===== config.mk =====
export PLATFORM = sky130hd
export DESIGN_NAME = stid_decode
export DESIGN_NICKNAME = d
export VERILOG_FILES = /design/src/hw/stid_decode.v
export VERILOG_INCLUDE_DIRS = /design/src /design/src/hw
export SDC_FILE = /design/constraint.sdc
export NUM_CORES = 1
export LEC_CHECK = 0
export ABC_AREA = 1
export BUFFER_PORTS_ARGS = -buffer_cell sky130_fd_sc_hd__clkbuf_2
export CORE_ASPECT_RATIO = 0.7
export CORE_MARGIN = 10
export CORE_UTILIZATION = 48
export CTS_CLUSTER_DIAMETER = 30
export DETAILED_ROUTE_END_ITERATION = 12
export HOLD_SLACK_MARGIN = 0.02
export MAX_ROUTING_LAYER = met4
export PLACE_DENSITY = 0.8
export SYNTH_ARGS = -nofsm -noshare
export SYNTH_HDL_FRONTEND = slang
export SYNTH_SLANG_ARGS = --single-unit

===== constraint.sdc =====
create_clock -name clk_sys_in -period 2 [get_ports clk_sys_in]
set_clock_uncertainty 0.05 [all_clocks]
set_input_delay 0.4 -clock clk_sys_in [delete_from_list [all_inputs] [get_ports clk_sys_in]]
set_output_delay 0.4 -clock clk_sys_in [all_outputs]
set_load 0.01 [all_outputs]

===== src/hw/stid_regs.vh =====
// Constants for the protection-control instruction decoder
// Operation
// - 0F 01 /3 loads interrupt table base, 11
// - 0F 00 /2 loads local selector, 20/24
// - 0F 01 /6 loads status word, 11/14
// - 0F 03 loads segment limit, 21/22 or 25/26
// - 0F 00 /3 loads task register, 23/27
// - 0F 01 /0 stores global table base, 9
// - 0F 01 /1 stores interrupt table base, 9
// - 0F 00 /0 stores local selector, 2
// - 0F 01 /4 stores status word, 2
// - 0F 00 /1 stores task register, 2
// - 0F 00 /4 verifies readable, 10/11
// - 0F 00 /5 verifies writable, 15/16
// - Protected-only op in real mode: fault 6
// - Real mode offset past FFFFH: fault 13
// - Real mode stack limit overrun: fault 12
// - Table and status ops allowed in real mode
// - Protected limit/rights violation: 13, stack 12 (a stack rights violation gives 13 here)
// - Privileged loads with privilege above 0: 13 (checked in protected mode only)
// - Lock bus during descriptor table fetches
// - Verify/limit privilege violation clears zero flag
`ifndef STID_REGS_VH
`define STID_REGS_VH
`define STID_ESCAPE 8'h0F
`define STID_OP_GRP0 8'h00
`define STID_OP_GRP1 8'h01
`define STID_OP_SEG_LIMIT 8'h03
`define STID_MOD_REG 2'h3
`define STID_REAL_LIMIT 17'h0FFFF
`define STID_VEC_UD 8'h06
`define STID_VEC_SS 8'h0C
`define STID_VEC_GP 8'h0D
`define STID_OPS_NONE 4'h0
`define STID_OPS_LOAD_INT_BASE 4'h1
`define STID_OPS_LOAD_LOCAL_SEL 4'h2
`define STID_OPS_LOAD_STATUS 4'h3
`define STID_OPS_LIMIT_BYTE 4'h4
`define STID_OPS_LIMIT_PAGE 4'h5
`define STID_OPS_LOAD_TASK 4'h6
`define STID_OPS_STORE_GLOBAL_BASE 4'h7
`define STID_OPS_STORE_INT_BASE 4'h8
`define STID_OPS_STORE_LOCAL_SEL 4'h9
`define STID_OPS_STORE_STATUS 4'hA
`define STID_OPS_STORE_TASK 4'hB
`define STID_OPS_VERIFY_READ 4'hC
`define STID_OPS_VERIFY_WRITE 4'hD
`define STID_CLK_LOAD_INT_BASE 5'h0B
`define STID_CLK_LOAD_STATUS_REG 5'h0B
`define STID_CLK_LOAD_STATUS_MEM 5'h0E
`define STID_CLK_LOAD_LOCAL_REG 5'h14
`define STID_CLK_LOAD_LOCAL_MEM 5'h18
`define STID_CLK_LIMIT_BYTE_REG 5'h15
`define STID_CLK_LIMIT_BYTE_MEM 5'h16
`define STID_CLK_LIMIT_PAGE_REG 5'h19
`define STID_CLK_LIMIT_PAGE_MEM 5'h1A
`define STID_CLK_LOAD_TASK_REG 5'h17
`define STID_CLK_LOAD_TASK_MEM 5'h1B
`define STID_CLK_STORE_BASE 5'h09
`define STID_CLK_STORE_SHORT 5'h02
`define STID_CLK_VERIFY_READ_REG 5'h0A
`define STID_CLK_VERIFY_READ_MEM 5'h0B
`define STID_CLK_VERIFY_WRITE_REG 5'h0F
`define STID_CLK_VERIFY_WRITE_MEM 5'h10
`endif

===== src/hw/stid_decode.v =====
// Decoder and execution timer for the protection-control instruction group
`timescale 1ns/1ns
`include "stid_regs.vh"
module stid_decode
(
    // Clock and reset
    input wire clk_sys_in,
    input wire rstn_in,
    // Instruction bytes and context
    input wire instr_valid_in,
    input wire [7:0] escape_byte_in,
    input wire [7:0] opcode_byte_in,
    input wire [7:0] modrm_byte_in,
    input wire page_granular_in,
    input wire protected_mode_in,
    input wire [1:0] current_privilege_level_in,
    // Operand check inputs
    input wire operand_is_stack_in,
    input wire [16:0] operand_end_offset_in,
    input wire limit_violation_in,
    input wire rights_violation_in,
    input wire selector_priv_violation_in,
    input wire descriptor_fetch_in,
    // Results
    output wire busy_out,
    output reg [3:0] op_code_out,
    output reg done_out,
    output reg fault_out,
    output reg [7:0] fault_vector_out,
    output reg zero_flag_clear_out,
    output wire bus_lock_out
);

    // Ops that need a table descriptor fetch
    function needs_desc;
        input [3:0] op;
        begin
            needs_desc = (op == `STID_OPS_LOAD_LOCAL_SEL) ||
                (op == `STID_OPS_LOAD_TASK) ||
                (op == `STID_OPS_LIMIT_BYTE) ||
                (op == `STID_OPS_LIMIT_PAGE) ||
                (op == `STID_OPS_VERIFY_READ) ||
                (op == `STID_OPS_VERIFY_WRITE);
        end
    endfunction

    // Ops reporting selector privilege through the zero flag
    function is_verify;
        input [3:0] op;
        begin
            is_verify = (op == `STID_OPS_LIMIT_BYTE) ||
                (op == `STID_OPS_LIMIT_PAGE) ||
                (op == `STID_OPS_VERIFY_READ) ||
                (op == `STID_OPS_VERIFY_WRITE);
        end
    endfunction

    // Pick register or memory clock count from the mod field
    function [4:0] pick_count;
        input reg_op;
        input [4:0] reg_clocks;
        input [4:0] mem_clocks;
        begin
            pick_count = reg_op ? reg_clocks : mem_clocks;
        end
    endfunction

    // Decode results
    reg [3:0] next_op;
    reg next_prot_only;
    reg next_priv;
    reg [4:0] next_count;
    // Fault decision for the byte group on the bus
    reg next_fault;
    reg [7:0] next_vector;
    // Execution state
    reg [4:0] count;
    reg active;
    reg [3:0] cur_op;
    wire reg_operand;
    wire [2:0] reg_field;
    wire real_overrun;
    wire take;

    // Mod field 11 selects a register operand
    assign reg_operand = (modrm_byte_in[7:6] == `STID_MOD_REG);
    assign reg_field = modrm_byte_in[5:3];

    // Opcode decode and clock count selection
    always @*
    begin
        next_op = `STID_OPS_NONE;
        next_prot_only = 1'b0;
        next_priv = 1'b0;
        next_count = 5'h00;
        if (escape_byte_in == `STID_ESCAPE && opcode_byte_in == `STID_OP_GRP1)
        begin
            // Table base and status word group, legal in both modes
            case (reg_field)
                // Store global base, fixed count
                3'h0:
                begin
                    next_op = `STID_OPS_STORE_GLOBAL_BASE;
                    next_count = `STID_CLK_STORE_BASE;
                end
                // Store interrupt base, fixed count
                3'h1:
                begin
                    next_op = `STID_OPS_STORE_INT_BASE;
                    next_count = `STID_CLK_STORE_BASE;
                end
                // Load interrupt base, same count for both operands
                3'h3:
                begin
                    next_op = `STID_OPS_LOAD_INT_BASE;
                    next_priv = 1'b1;
                    next_count = `STID_CLK_LOAD_INT_BASE;
                end
                // Store status word
                3'h4:
                begin
                    next_op = `STID_OPS_STORE_STATUS;
                    next_count = `STID_CLK_STORE_SHORT;
                end
                // Load status word
                3'h6:
                begin
                    next_op = `STID_OPS_LOAD_STATUS;
                    next_priv = 1'b1;
                    next_count = pick_count(reg_operand, `STID_CLK_LOAD_STATUS_REG, `STID_CLK_LOAD_STATUS_MEM);
                end
                // Unused reg values are ignored, not faulted
                default:
                begin
                    next_op = `STID_OPS_NONE;
                end
            endcase
        end
        else if (escape_byte_in == `STID_ESCAPE && opcode_byte_in == `STID_OP_GRP0)
        begin
            // Selector, task and verify group, protected mode only
            next_prot_only = 1'b1;
            case (reg_field)
                // Store local selector
                3'h0:
                begin
                    next_op = `STID_OPS_STORE_LOCAL_SEL;
                    next_count = `STID_CLK_STORE_SHORT;
                end
                // Store task register
                3'h1:
                begin
                    next_op = `STID_OPS_STORE_TASK;
                    next_count = `STID_CLK_STORE_SHORT;
                end
                // Load local selector
                3'h2:
                begin
                    next_op = `STID_OPS_LOAD_LOCAL_SEL;
                    next_priv = 1'b1;
                    next_count = pick_count(reg_operand, `STID_CLK_LOAD_LOCAL_REG, `STID_CLK_LOAD_LOCAL_MEM);
                end
                // Load task register
                3'h3:
                begin
                    next_op = `STID_OPS_LOAD_TASK;
                    next_priv = 1'b1;
                    next_count = pick_count(reg_operand, `STID_CLK_LOAD_TASK_REG, `STID_CLK_LOAD_TASK_MEM);
                end
                // Verify readable
                3'h4:
                begin
                    next_op = `STID_OPS_VERIFY_READ;
                    next_count = pick_count(reg_operand, `STID_CLK_VERIFY_READ_REG, `STID_CLK_VERIFY_READ_MEM);
                end
                // Verify writable
                3'h5:
                begin
                    next_op = `STID_OPS_VERIFY_WRITE;
                    next_count = pick_count(reg_operand, `STID_CLK_VERIFY_WRITE_REG, `STID_CLK_VERIFY_WRITE_MEM);
                end
                // Unused reg values must not raise the mode fault
                default:
                begin
                    next_prot_only = 1'b0;
                end
            endcase
        end
        else if (escape_byte_in == `STID_ESCAPE && opcode_byte_in == `STID_OP_SEG_LIMIT)
        begin
            // Limit load: count depends on the target's granularity
            next_prot_only = 1'b1;
            if (page_granular_in)
            begin
                // Page-granular limit takes the longer count
                next_op = `STID_OPS_LIMIT_PAGE;
                next_count = pick_count(reg_operand, `STID_CLK_LIMIT_PAGE_REG, `STID_CLK_LIMIT_PAGE_MEM);
            end
            else
            begin
                // Byte-granular limit
                next_op = `STID_OPS_LIMIT_BYTE;
                next_count = pick_count(reg_operand, `STID_CLK_LIMIT_BYTE_REG, `STID_CLK_LIMIT_BYTE_MEM);
            end
        end
    end

    // Real-mode overrun past the fixed limit; register operands never overrun
    assign real_overrun = !reg_operand && (operand_end_offset_in > `STID_REAL_LIMIT);

    // Requests are only looked at while idle; a busy decoder ignores them
    assign take = instr_valid_in && !active && (next_op != `STID_OPS_NONE);

    // Fault priority: invalid opcode, real overrun, protected violation, privilege
    always @*
    begin
        next_fault = 1'b0;
        next_vector = `STID_VEC_GP;
        if (!protected_mode_in && next_prot_only)
        begin
            next_fault = 1'b1;
            next_vector = `STID_VEC_UD;
        end
        else if (!protected_mode_in && real_overrun)
        begin
            // Stack segment overrun has its own vector
            next_fault = 1'b1;
            next_vector = operand_is_stack_in ? `STID_VEC_SS : `STID_VEC_GP;
        end
        else if (protected_mode_in && !reg_operand && (limit_violation_in || rights_violation_in))
        begin
            // Only a stack limit overrun maps to the stack vector
            next_fault = 1'b1;
            next_vector = (operand_is_stack_in && limit_violation_in) ? `STID_VEC_SS : `STID_VEC_GP;
        end
        else if (protected_mode_in && next_priv && current_privilege_level_in != 2'h0)
        begin
            // Real mode skips the privilege check on purpose
            next_fault = 1'b1;
            next_vector = `STID_VEC_GP;
        end
    end

    // Start, fault and countdown sequencing; faults complete in one cycle
    always @(posedge clk_sys_in)
    begin
        if (!rstn_in)
        begin
            // All outputs clear in reset
            active <= 1'b0;
            count <= 5'h00;
            cur_op <= `STID_OPS_NONE;
            op_code_out <= `STID_OPS_NONE;
            done_out <= 1'b0;
            fault_out <= 1'b0;
            fault_vector_out <= 8'h00;
            zero_flag_clear_out <= 1'b0;
        end
        else
        begin
            // Pulses default low every cycle
            done_out <= 1'b0;
            fault_out <= 1'b0;
            if (active)
            begin
                // Count down; the last busy cycle raises done
                count <= count - 5'h01;
                if (count == 5'h01)
                begin
                    active <= 1'b0;
                    done_out <= 1'b1;
                    cur_op <= `STID_OPS_NONE;
                end
            end
            else if (take)
            begin
                // Op code shows even when the op faults
                op_code_out <= next_op;
                zero_flag_clear_out <= 1'b0;
                if (next_fault)
                begin
                    // Vector holds until the next fault
                    fault_out <= 1'b1;
                    fault_vector_out <= next_vector;
                end
                else
                begin
                    // Real-mode table and status ops run like protected ones
                    active <= 1'b1;
                    count <= next_count;
                    cur_op <= next_op;
                    zero_flag_clear_out <= is_verify(next_op) && selector_priv_violation_in;
                end
            end
        end
    end

    // Busy mirrors the run flag
    assign busy_out = active;

    // Lock only during descriptor fetches of table ops
    assign bus_lock_out = active && needs_desc(cur_op) && descriptor_fetch_in;

endmodule // stid_decode


; ---- After elaboration in Yosys (flattened, before gate mapping)
; Index checks and enable logic that the tools add are counted.
[totals]
register_bits = 25
in_bits = 53
output_inout_bits = 17
elab_cells = 129
[classes]
add_sub_neg = 1
n_lt_le_gt_ge = 1
n_eq_ne = 23
mux = 50
bitwise_logic = 3
n_reduce_logical = 43
[op_table]
columns = op, count
row1 = 4-bit 2-to-1 mux, 10
row2 = 5-bit 2-to-1 mux, 7
row3 = 1-bit 2-to-1 mux, 25
row4 = 5-bit one-hot mux with 5 select lines, 1
row5 = 4-bit one-hot mux with 6 select lines, 1
row6 = 4-bit by 3-bit equality test with 1-bit output (second input constant), 5
row7 = 4-bit one-hot mux with 5 select lines, 1
row8 = 17-bit by 16-bit > comparator with 1-bit output (second input constant), 1
row9 = 4-bit equality test (second input constant), 4
row10 = 1-bit logical AND, 16
row11 = 4-bit one-hot mux with 4 select lines, 1
row12 = 3-bit equality test (second input constant), 3
row13 = 1-bit logical OR, 9
row14 = 8-bit by 1-bit equality test with 1-bit output (second input constant), 1
row15 = 8-bit by 2-bit equality test with 1-bit output (second input constant), 1
row16 = 8-bit by 4-bit equality test with 1-bit output (second input constant), 1
row17 = 8-bit logical NOT, 1
row18 = 3-bit by 2-bit equality test with 1-bit output (second input constant), 2
row19 = 3-bit 2-to-1 mux, 2
row20 = 2-bit AND reduction, 3
row21 = 3-bit AND reduction, 2
row22 = 2-bit OR reduction, 3
row23 = 6-bit OR reduction, 1
row24 = 5-bit by 1-bit equality test with 1-bit output (second input constant), 1
row25 = 12 further kinds, 19

; ---- Longest topological paths before layout
; Gate-level depths: netlist (run 1).
[logic_depth]
ltp_word = 14
depth_mapped = 16
mapped_depth_nobuf = 15

; ---- Least setup slack after synthesis (run 1)
; Ideal clock, no wire load.
[synth_timing]
path_type = in2reg
from = input escape_byte_in[5]
to = register count[1]
setup_ns = 0.116
arrival_time_ns = 1.624
required_time_ns = 1.834
setup_slack_ns = 0.211
cell_stages = 11
n_path_buf = 1
cell_sequence = nor2_1 nand2_1 nor2_2 buf_6 nand4_1 a21oi_2 nand3_4 nand2_4 nand2_4 o21ai_0 nor2_1
[synth_between]
elab_chain_cells = 12
elab_cells_between_ends = 30
classes_between = eq/ne: 2 / mux: 18 / reduce/logical: 10
[synth_lines]
columns = element, line_no
row1 = from (decl), stid_decode.v:11  ; input wire [7:0] escape_byte_in,
row2 = 8-bit by 4-bit equality test with 1-bit output (no source line) (*), n/a
row3 = 1-bit logical AND (no source line), n/a
row4 = 1-bit 2-to-1 mux, stid_decode.v:139  ; else if (escape_byte_in == `STID_ESCAPE && opcode_byte_in == `STID_OP_GRP0)
row5 = 1-bit 2-to-1 mux, stid_decode.v:96  ; if (escape_byte_in == `STID_ESCAPE && opcode_byte_in == `STID_OP_GRP1)
row6 = 1-bit logical AND (2 in a row), stid_decode.v:236  ; else if (protected_mode_in && next_priv && current_privilege_level_in != 2'h0)
row7 = 1-bit 2-to-1 mux, stid_decode.v:236
row8 = 1-bit 2-to-1 mux, stid_decode.v:230  ; else if (protected_mode_in && !reg_operand && (limit_violation_in || rights_violation_in))
row9 = 1-bit 2-to-1 mux, stid_decode.v:224  ; else if (!protected_mode_in && real_overrun)
row10 = 1-bit 2-to-1 mux, stid_decode.v:219  ; if (!protected_mode_in && next_prot_only)
row11 = 2-bit by 1-bit inequality test with 1-bit output (no source line), n/a
row12 = 2-bit AND reduction (no source line), n/a
row13 = to (signal assigned), stid_decode.v:267  ; count <= count - 5'h01;
row14 = to (signal assigned), stid_decode.v:290  ; count <= next_count;
row15 = to (decl), stid_decode.v:77  ; reg [4:0] count;
; Mark *: on every way between the ends. The rest lies on a longest branch, timed or not. The select of a mux whose other input is x is not followed.
; A chain may end at the register's enable or synchronous reset.

; ---- Worst setup path in the final report (run 1)
[layout_timing]
from = input escape_byte_in[5]
to = register count[3]
; Same word-level chain as after synthesis.

==> impl_metrics.csv, run 1 <==
group,metric,value,unit
status,outcome,"finished clean",
worst_setup_path,cp-start-kind,"primary input",
power,leakage,1.140,nW
yosys,ys_ff_latch,21,
yosys,synth_area_leaders,"dfxtp_1 (25%), nand2_1 (11%), nor2_1 (9.0%)",
drt,drc,0,
placed_design,port_buffers,46,
timing,finalSetupViolCount,0,
clock_network,cts_tree,"built",
clock_network,cts_htree_levels,1,
clock_network,cts.sinks,21,
cells_and_area,multi_input_comb_area,1121,sq um
job,max_cap_violations,0,
yosys,ys_seq_area_share,24.58,%
power,p_int,0.6117,mW
yosys,synth_edf_count,0,
clock_network,clk_latency,0.26,ns
die,core_area,3468,sq um
clock_network,cts.reportedPaths.clkPinSlew,0.08,ns
power,clock_power_share,33.0,%
die,io_pins,70,
clock_network,cts.path.max_buffers,2,
grt,antenna_found_initial,0,
cells_and_area,drive_gt1_share,31.21,%
yosys,synthMostInstantiatedCell,"nand2_1",
power,p_sw,0.2192,mW
die,fp.dieH,69.95,um
drt,wl_per_cell,12.45,um
drt,initialDrtViolationCount,187,
grt,grt_max_degree,16,
power,cellPowerDensity,385.4,nW/um^2
clock_network,cts-buffers-inserted,3,
grt,grt_use_total,14.91,%
cells_and_area,syn2layout_area_growth,26.04,%
timing,worst_slack,0.2114,ns
power,irDropWorstVdd,0.3331,mV
power,seq_power_share,50.3,%
cells_and_area,register_area,420.4,sq um
grt,grt_pass1_vias,1802,
worst_setup_path,crit_required,2.11,ns
drt,dr_total_vias,1900,
cells_and_area,fillers,360,
placed_design,gp_congestion,0.9232,
worst_setup_path,crit_type,"primary input to flip-flop",
die,start_util,49.31,%
grt,grt_pass1_wl,7962,um
timing,fmax,0.5591,GHz
timing,fin_hold_ws,0.3818,ns
yosys,yosysTopAreaCell,"dfxtp_1",
timing,hold_viol_final,0,
timing,rsz0062_at_grt,"false",
worst_setup_path,r2r_cells,9,
drt,avgViaCountPerCell,5.000,
worst_setup_path,end_kind,"flip-flop",
drt,first_pass_iters,4,
worst_setup_path,crit_fanout,7,
yosys,synth_ff_type,"dfxtp_1",
die,fp.dieW,91.35,um
placed_design,dp_hpwl,3928,um
grt,overflow,0,
cells_and_area,diodes,0,
power,swShare,26.38,%
drt,ant_nets,0,
yosys,synth_area_per_cell,6.430,sq um
timing,layout_min_cycle_time,1.789,ns
yosys,yosysWarnings,0,
cells_and_area,nNetsFinal,387,
power,finalPower,0.8310,mW
yosys,async_flop_share,0,%
yosys,ys_top_cells_by_count,"nand2_1 (52), nor2_1 (41), inv_1 (29)",
worst_setup_path,cp_data_arrival_time,1.90,ns
yosys,synth_top_area_share,24.58,%
yosys,yosysUniqueCellTypes,37,
timing,finalCritPeriodShare,89.43,%
cells_and_area,final_core_util,62.16,%
drt,wl,4730,um
clock_network,root_buffer,"clkbuf_8",
min_path,holdPathStages,3,
timing,slew_violations,0,
min_path,hold_class,"primary input to flip-flop",
die,row_count,18,
yosys,synth_cells,266,
power,p_comb_share,16.7,%
yosys,synth_area,1710,sq um
die,dieArea,6389,sq um
placed_design,place_ws,-0.09166,ns
-- cell families (layout without fill, tap and decap cells) --
kind of cell             count (synthesis)  count (layout)  synth area share (%)
AO/OA/AOI/OAI                           50              50                 16.68
AND/OR/NAND/NOR                        149             149                 44.99
flip-flops                              21              21                 24.58
adder cells (fa/ha/maj)                  3               3                 2.195
other                                    1               4                0.2192
buffers and inverters                   41             102                 10.83
XOR/XNOR                                 1               1                0.5122
-- final cells by class --
type | instances | share of cell area (%)
clock buffer | 3 | 1.915
clock inverter | 1 | 0.2322
inverter | 32 | 5.804
multi-input combinational | 207 | 52.00
sequential | 21 | 19.50
tap | 50 | 2.902
timing repair buffer | 66 | 17.64
-- worst max-delay path, cell delays in order --
cell and delay [ns]:
clkbuf_2 0.08, nor2_1 0.09, nand2_1 0.07, nor2_2 0.16, buf_4 0.19, nand4_1 0.15, a21oi_2 0.22, nand3_4 0.14
nand2_4 0.10, nand2_4 0.07, o21ai_0 0.18, nor2_1 0.05
-- final timing paths --
check                                    startpoint                   to  slack (ns)
worst min register to register  fault_vector_out[1]  fault_vector_out[1]        0.40
worst max register to register             count[0]             count[4]        0.49
worst min-delay path                        rstn_in  fault_vector_out[1]        0.38
worst max-delay path              escape_byte_in[5]             count[3]        0.21
-- layout by cell type (no fill, tap or decap), types with 2 or more instances in the layout --
cell / Yosys / routed
nand3_1: 18 / 18
o21ai_1: 2 / 2
inv_2: 2 / 2
nand4_1: 7 / 7
a21oi_1: 17 / 17
clkbuf_2: 0 / 46
inv_1: 29 / 29
nor2_1: 41 / 41
nand3b_1: 2 / 2
o21ai_0: 20 / 20
nand2_4: 4 / 4
nand2_2: 8 / 8
a31oi_1: 2 / 2
nor2_2: 3 / 3
buf_4: 5 / 20
nand2_1: 52 / 52
clkbuf_8: 0 / 3
o22ai_1: 2 / 2
nand3_2: 3 / 3
nand3_4: 2 / 2
conb_1: 1 / 4
nor2_4: 4 / 4
dfxtp_1: 21 / 21
ha_1: 3 / 3
-- sequential cells by signal (all words and copies together) (netlist names) --
name	count
cur_op	4
fault_vector_out	4
op_code_out	4
busy_out	1
done_out	1
fault_out	1
count	5
zero_flag_clear_out	1
-- per-stage QoR --
step	instance area (sq um)	std cells	TNS (ns)
after floorplan	1722	269	0
after global placement	2105	376	-0.03635
after detailed placement	2105	376	-0.2818
after CTS	2151	380	0
after global routing	2156	380	0
final	2156	380	0
-- per-layer routing --
layer	GRT usage [%]	share of wire, %
met1	18.86	48
met2	23.69	45
met3	4.055	7.3
met4	2.080	0.085
met5	-	0
-- power groups by stage --
stage / combinational, mW / sequential, mW / clock [mW]
CTS: 0.138 / 0.418 / 0.282
floorplan: 0.0825 / 0.428 / 0
global route: 0.157 / 0.418 / 0.313
detailed placement: 0.137 / 0.428 / 0
finish: 0.139 / 0.418 / 0.275
global placement: 0.134 / 0.428 / 0
-- timing repair --
| action | CTS | global route |
|---|---|---|
| gates resized for setup | 0 | 1 |
| setup buffers | 0 | 0 |
| setup endpoints to repair | 0 | 1 |
| hold buffers | 0 | 0 |
No activity file was read; power rests on OpenSTA's default activity.
==> run 2, diff against run 1 <==
--- a/config.mk
+++ b/config.mk
@@ -6,7 +6,6 @@
 export SDC_FILE = /design/constraint.sdc
 export NUM_CORES = 1
 export LEC_CHECK = 0
-export ABC_AREA = 1
 export BUFFER_PORTS_ARGS = -buffer_cell sky130_fd_sc_hd__clkbuf_2
 export CORE_ASPECT_RATIO = 0.7
 export CORE_MARGIN = 10
@@ -15,7 +14,7 @@
 export DETAILED_ROUTE_END_ITERATION = 12
 export HOLD_SLACK_MARGIN = 0.02
 export MAX_ROUTING_LAYER = met4
-export PLACE_DENSITY = 0.8
+export PLACE_DENSITY = 0.81
 export SYNTH_ARGS = -nofsm -noshare
 export SYNTH_HDL_FRONTEND = slang
 export SYNTH_SLANG_ARGS = --single-unit
==> impl_metrics.csv, run 2 <==
group,metric,value,unit
worst_setup_path,crit_required,2.11,ns
worst_setup_path,crit_buf_inv,3,
clock_network,cts_hold_buf,0,
clock_network,cts.reportedPaths.clkPinSlew,0.08,ns
clock_network,cts-buffers-inserted,3,
yosys,yosysTopAreaCell,"dfxtp_1",
die,fp.dieW,89.31,um
cells_and_area,largest_register_ffs,5,
timing,layout_min_cycle_time,2.066,ns
clock_network,cts_tree,"built",
timing,tightest_slew,0.5775,ns
yosys,yosysWarnings,0,
clock_network,clk_latency,0.26,ns
yosys,synth_ff_type,"dfxtp_1",
yosys,yosysUniqueCellTypes,59,
drt,first_pass_iters,4,
yosys,ys_seq_area_share,26.05,%
cells_and_area,final_core_util,76.82,%
power,finalPower,0.9890,mW
placed_design,gp_congestion,0.8798,
cells_and_area,drive_gt1_share,45.27,%
timing,slew_headroom,61.45,%
timing,finalCritPeriodShare,103.3,%
timing,hold_viol_final,0,
die,dieArea,6119,sq um
drt,wl_per_cell,17.68,um
cells_and_area,final_area,2451,sq um
power,cellPowerDensity,403.5,nW/um^2
drt,avgViaCountPerCell,6.018,
worst_setup_path,crit_fanout,6,
worst_setup_path,cpPeakStageDelay,0.42,ns
grt,met1_usage,22.70,%
grt,grtUsageMet3,5.386,%
grt,overflow,0,
yosys,async_flop_share,0,%
worst_setup_path,crit_type,"primary input to flip-flop",
die,fp.dieH,68.52,um
cells_and_area,nNetsFinal,353,
cells_and_area,regMostFlops,"count",
worst_setup_path,cp_data_arrival_time,2.18,ns
grt,antenna_found_initial,0,
status,violations,"setup timing",
placed_design,placed_area,2256,sq um
yosys,synth_cells,204,
die,io_pins,70,
drt,drc,0,
grt,grt_use_total,18.67,%
die,start_util,50.59,%
worst_setup_path,crit_chain,"clkbuf_16 -> inv_8 -> ha_4 -> inv_2 -> a311oi_4 -> o311ai_4 -> nor3b_4 -> mux2_4 -> o211a_1",
drt,wl,5906,um
worst_setup_path,cp_top_family,"compound AO/OA/AOI/OAI gates",
cells_and_area,fillers,220,
min_path,hold_class,"primary input to flip-flop",
yosys,synth_top_area_share,26.05,%
cells_and_area,final_common_cell,"buf_4",
drt,ant_nets,0,
grt,grt_pass1_wl,8942,um
yosys,synth_area_per_cell,7.912,sq um
status,outcome,"finished, violations left",
grt,grt_max_degree,16,
cells_and_area,final_cell_mix,"buf_4 (52), clkbuf_2 (44), dfxtp_1 (21)",
grt,grt_use_met2,29.90,%
timing,slew_violations,0,
grt,grt.busiest_layer,"met2",
placed_design,port_buffers,46,
worst_setup_path,end_kind,"flip-flop",
grt,grt_pass1_vias,1962,
timing,fmax,0.4841,GHz
yosys,synth_edf_count,0,
die,core_area,3191,sq um
clock_network,cts_htree_levels,1,
yosys,ys_top_cells_by_count,"dfxtp_1 (21), a21oi_1 (17), nor2_1 (17)",
power,irDropWorstVdd,0.3411,mV
timing,worst_slack,-0.06564,ns
drt,dr_total_vias,2010,
worst_setup_path,cp_slowest_cell,"o311ai_4",
yosys,ys_ff_latch,21,
job,max_cap_violations,0,
clock_network,cts.sinks,21,
yosys,synth_area_leaders,"dfxtp_1 (26%), a21oi_1 (5.3%), nor2_1 (4.0%)",
yosys,synthMostInstantiatedCell,"dfxtp_1",
timing,finalSetupViolCount,4,
cells_and_area,diodes,0,
placed_design,dp_hpwl,4322,um
worst_setup_path,cp-start-kind,"primary input",
timing,rsz0062_at_grt,"true",
clock_network,root_buffer,"clkbuf_8",
yosys,synth_area,1614,sq um
power,leakage,1.081,nW
die,row_count,17,
clock_network,cts.path.max_buffers,2,
drt,initialDrtViolationCount,195,
cells_and_area,syn2layout_area_growth,51.86,%
[run 2: through the flow]
| step | cells | hold slack (ns) | worst slack, ns | TNS, ns |
|---|---|---|---|---|
| 2_1_floorplan | 207 | 0.3929 | -0.3577 | -2.101 |
| 3_3_place_gp | 328 | 0.3892 | -0.3063 | -4.413 |
| 3_5_place_dp | 328 | 0.3952 | -0.3623 | -5.899 |
| 4_1_cts | 333 | 0.3644 | -0.02560 | -0.02560 |
| 5_1_grt | 334 | 0.3797 | -0.1114 | -0.6340 |
| 6_report | 334 | 0.3625 | -0.06564 | -0.1293 |
[run 2: worst paths after layout]
check	from	endpoint	slack, ns	cells past startpoint
worst min-delay path	selector_priv_violation_in	zero_flag_clear_out	0.36	3
worst min register to register	zero_flag_clear_out	zero_flag_clear_out	0.41	2
worst max register to register	busy_out	cur_op[0]	0.37	5
worst max-delay path	modrm_byte_in[3]	count[1]	-0.07	9
[run 2: repair_timing]
action	in CTS	in global routing
resized for setup	13	17
cloned	0	0
pin swaps	2	4
buffers inserted	1	2
endpoints found under the setup margin	14	18
[run 2: cell type report]
class / instances / area [sq um] / share of cell area, %
clock inverters: 1 / 5.005 / 0.2042
clock buffers: 3 / 41.29 / 1.685
flip-flops and latches: 21 / 420.4 / 17.15
multi-input cells: 161 / 1209 / 49.31
inverters: 10 / 45.04 / 1.838
well taps: 38 / 47.55 / 1.940
repair buffers: 100 / 683.2 / 27.87
[run 2: tightest hold or removal path, delay by kind of cell]
family                 cells  cell delay [ns]
and+or+nand+nor            1             0.09
AOI/OAI and AO/OA          1             0.06
buffers and inverters      1             0.09
[run 2: where the power goes]
part | switching (mW) | internal (mW)
Clock | 0.142 | 0.139
Sequential | 0.00000560 | 0.418
Combinational | 0.147 | 0.144
Total | 0.289 | 0.700
[run 2: kinds of logic (layout without fill, tap and decap cells)]
family | after synthesis | count (layout) | synth area share [%]
AO/OA/AOI/OAI | 65 | 65 | 29.69
other | 1 | 4 | 0.2323
flip-flops | 21 | 21 | 26.05
multiplexers | 5 | 5 | 3.256
XOR/XNOR | 2 | 2 | 1.551
buffers and inverters | 25 | 114 | 7.210
adder cells (fa/ha/maj) | 3 | 3 | 2.326
AND/OR/NAND/NOR | 82 | 82 | 29.69
[run 2: metal layers]
metal	wire, um	part of all wire [%]
met5	0	0
met4	131	2.2
met3	573	9.7
met2	2695	46
met1	2506	42
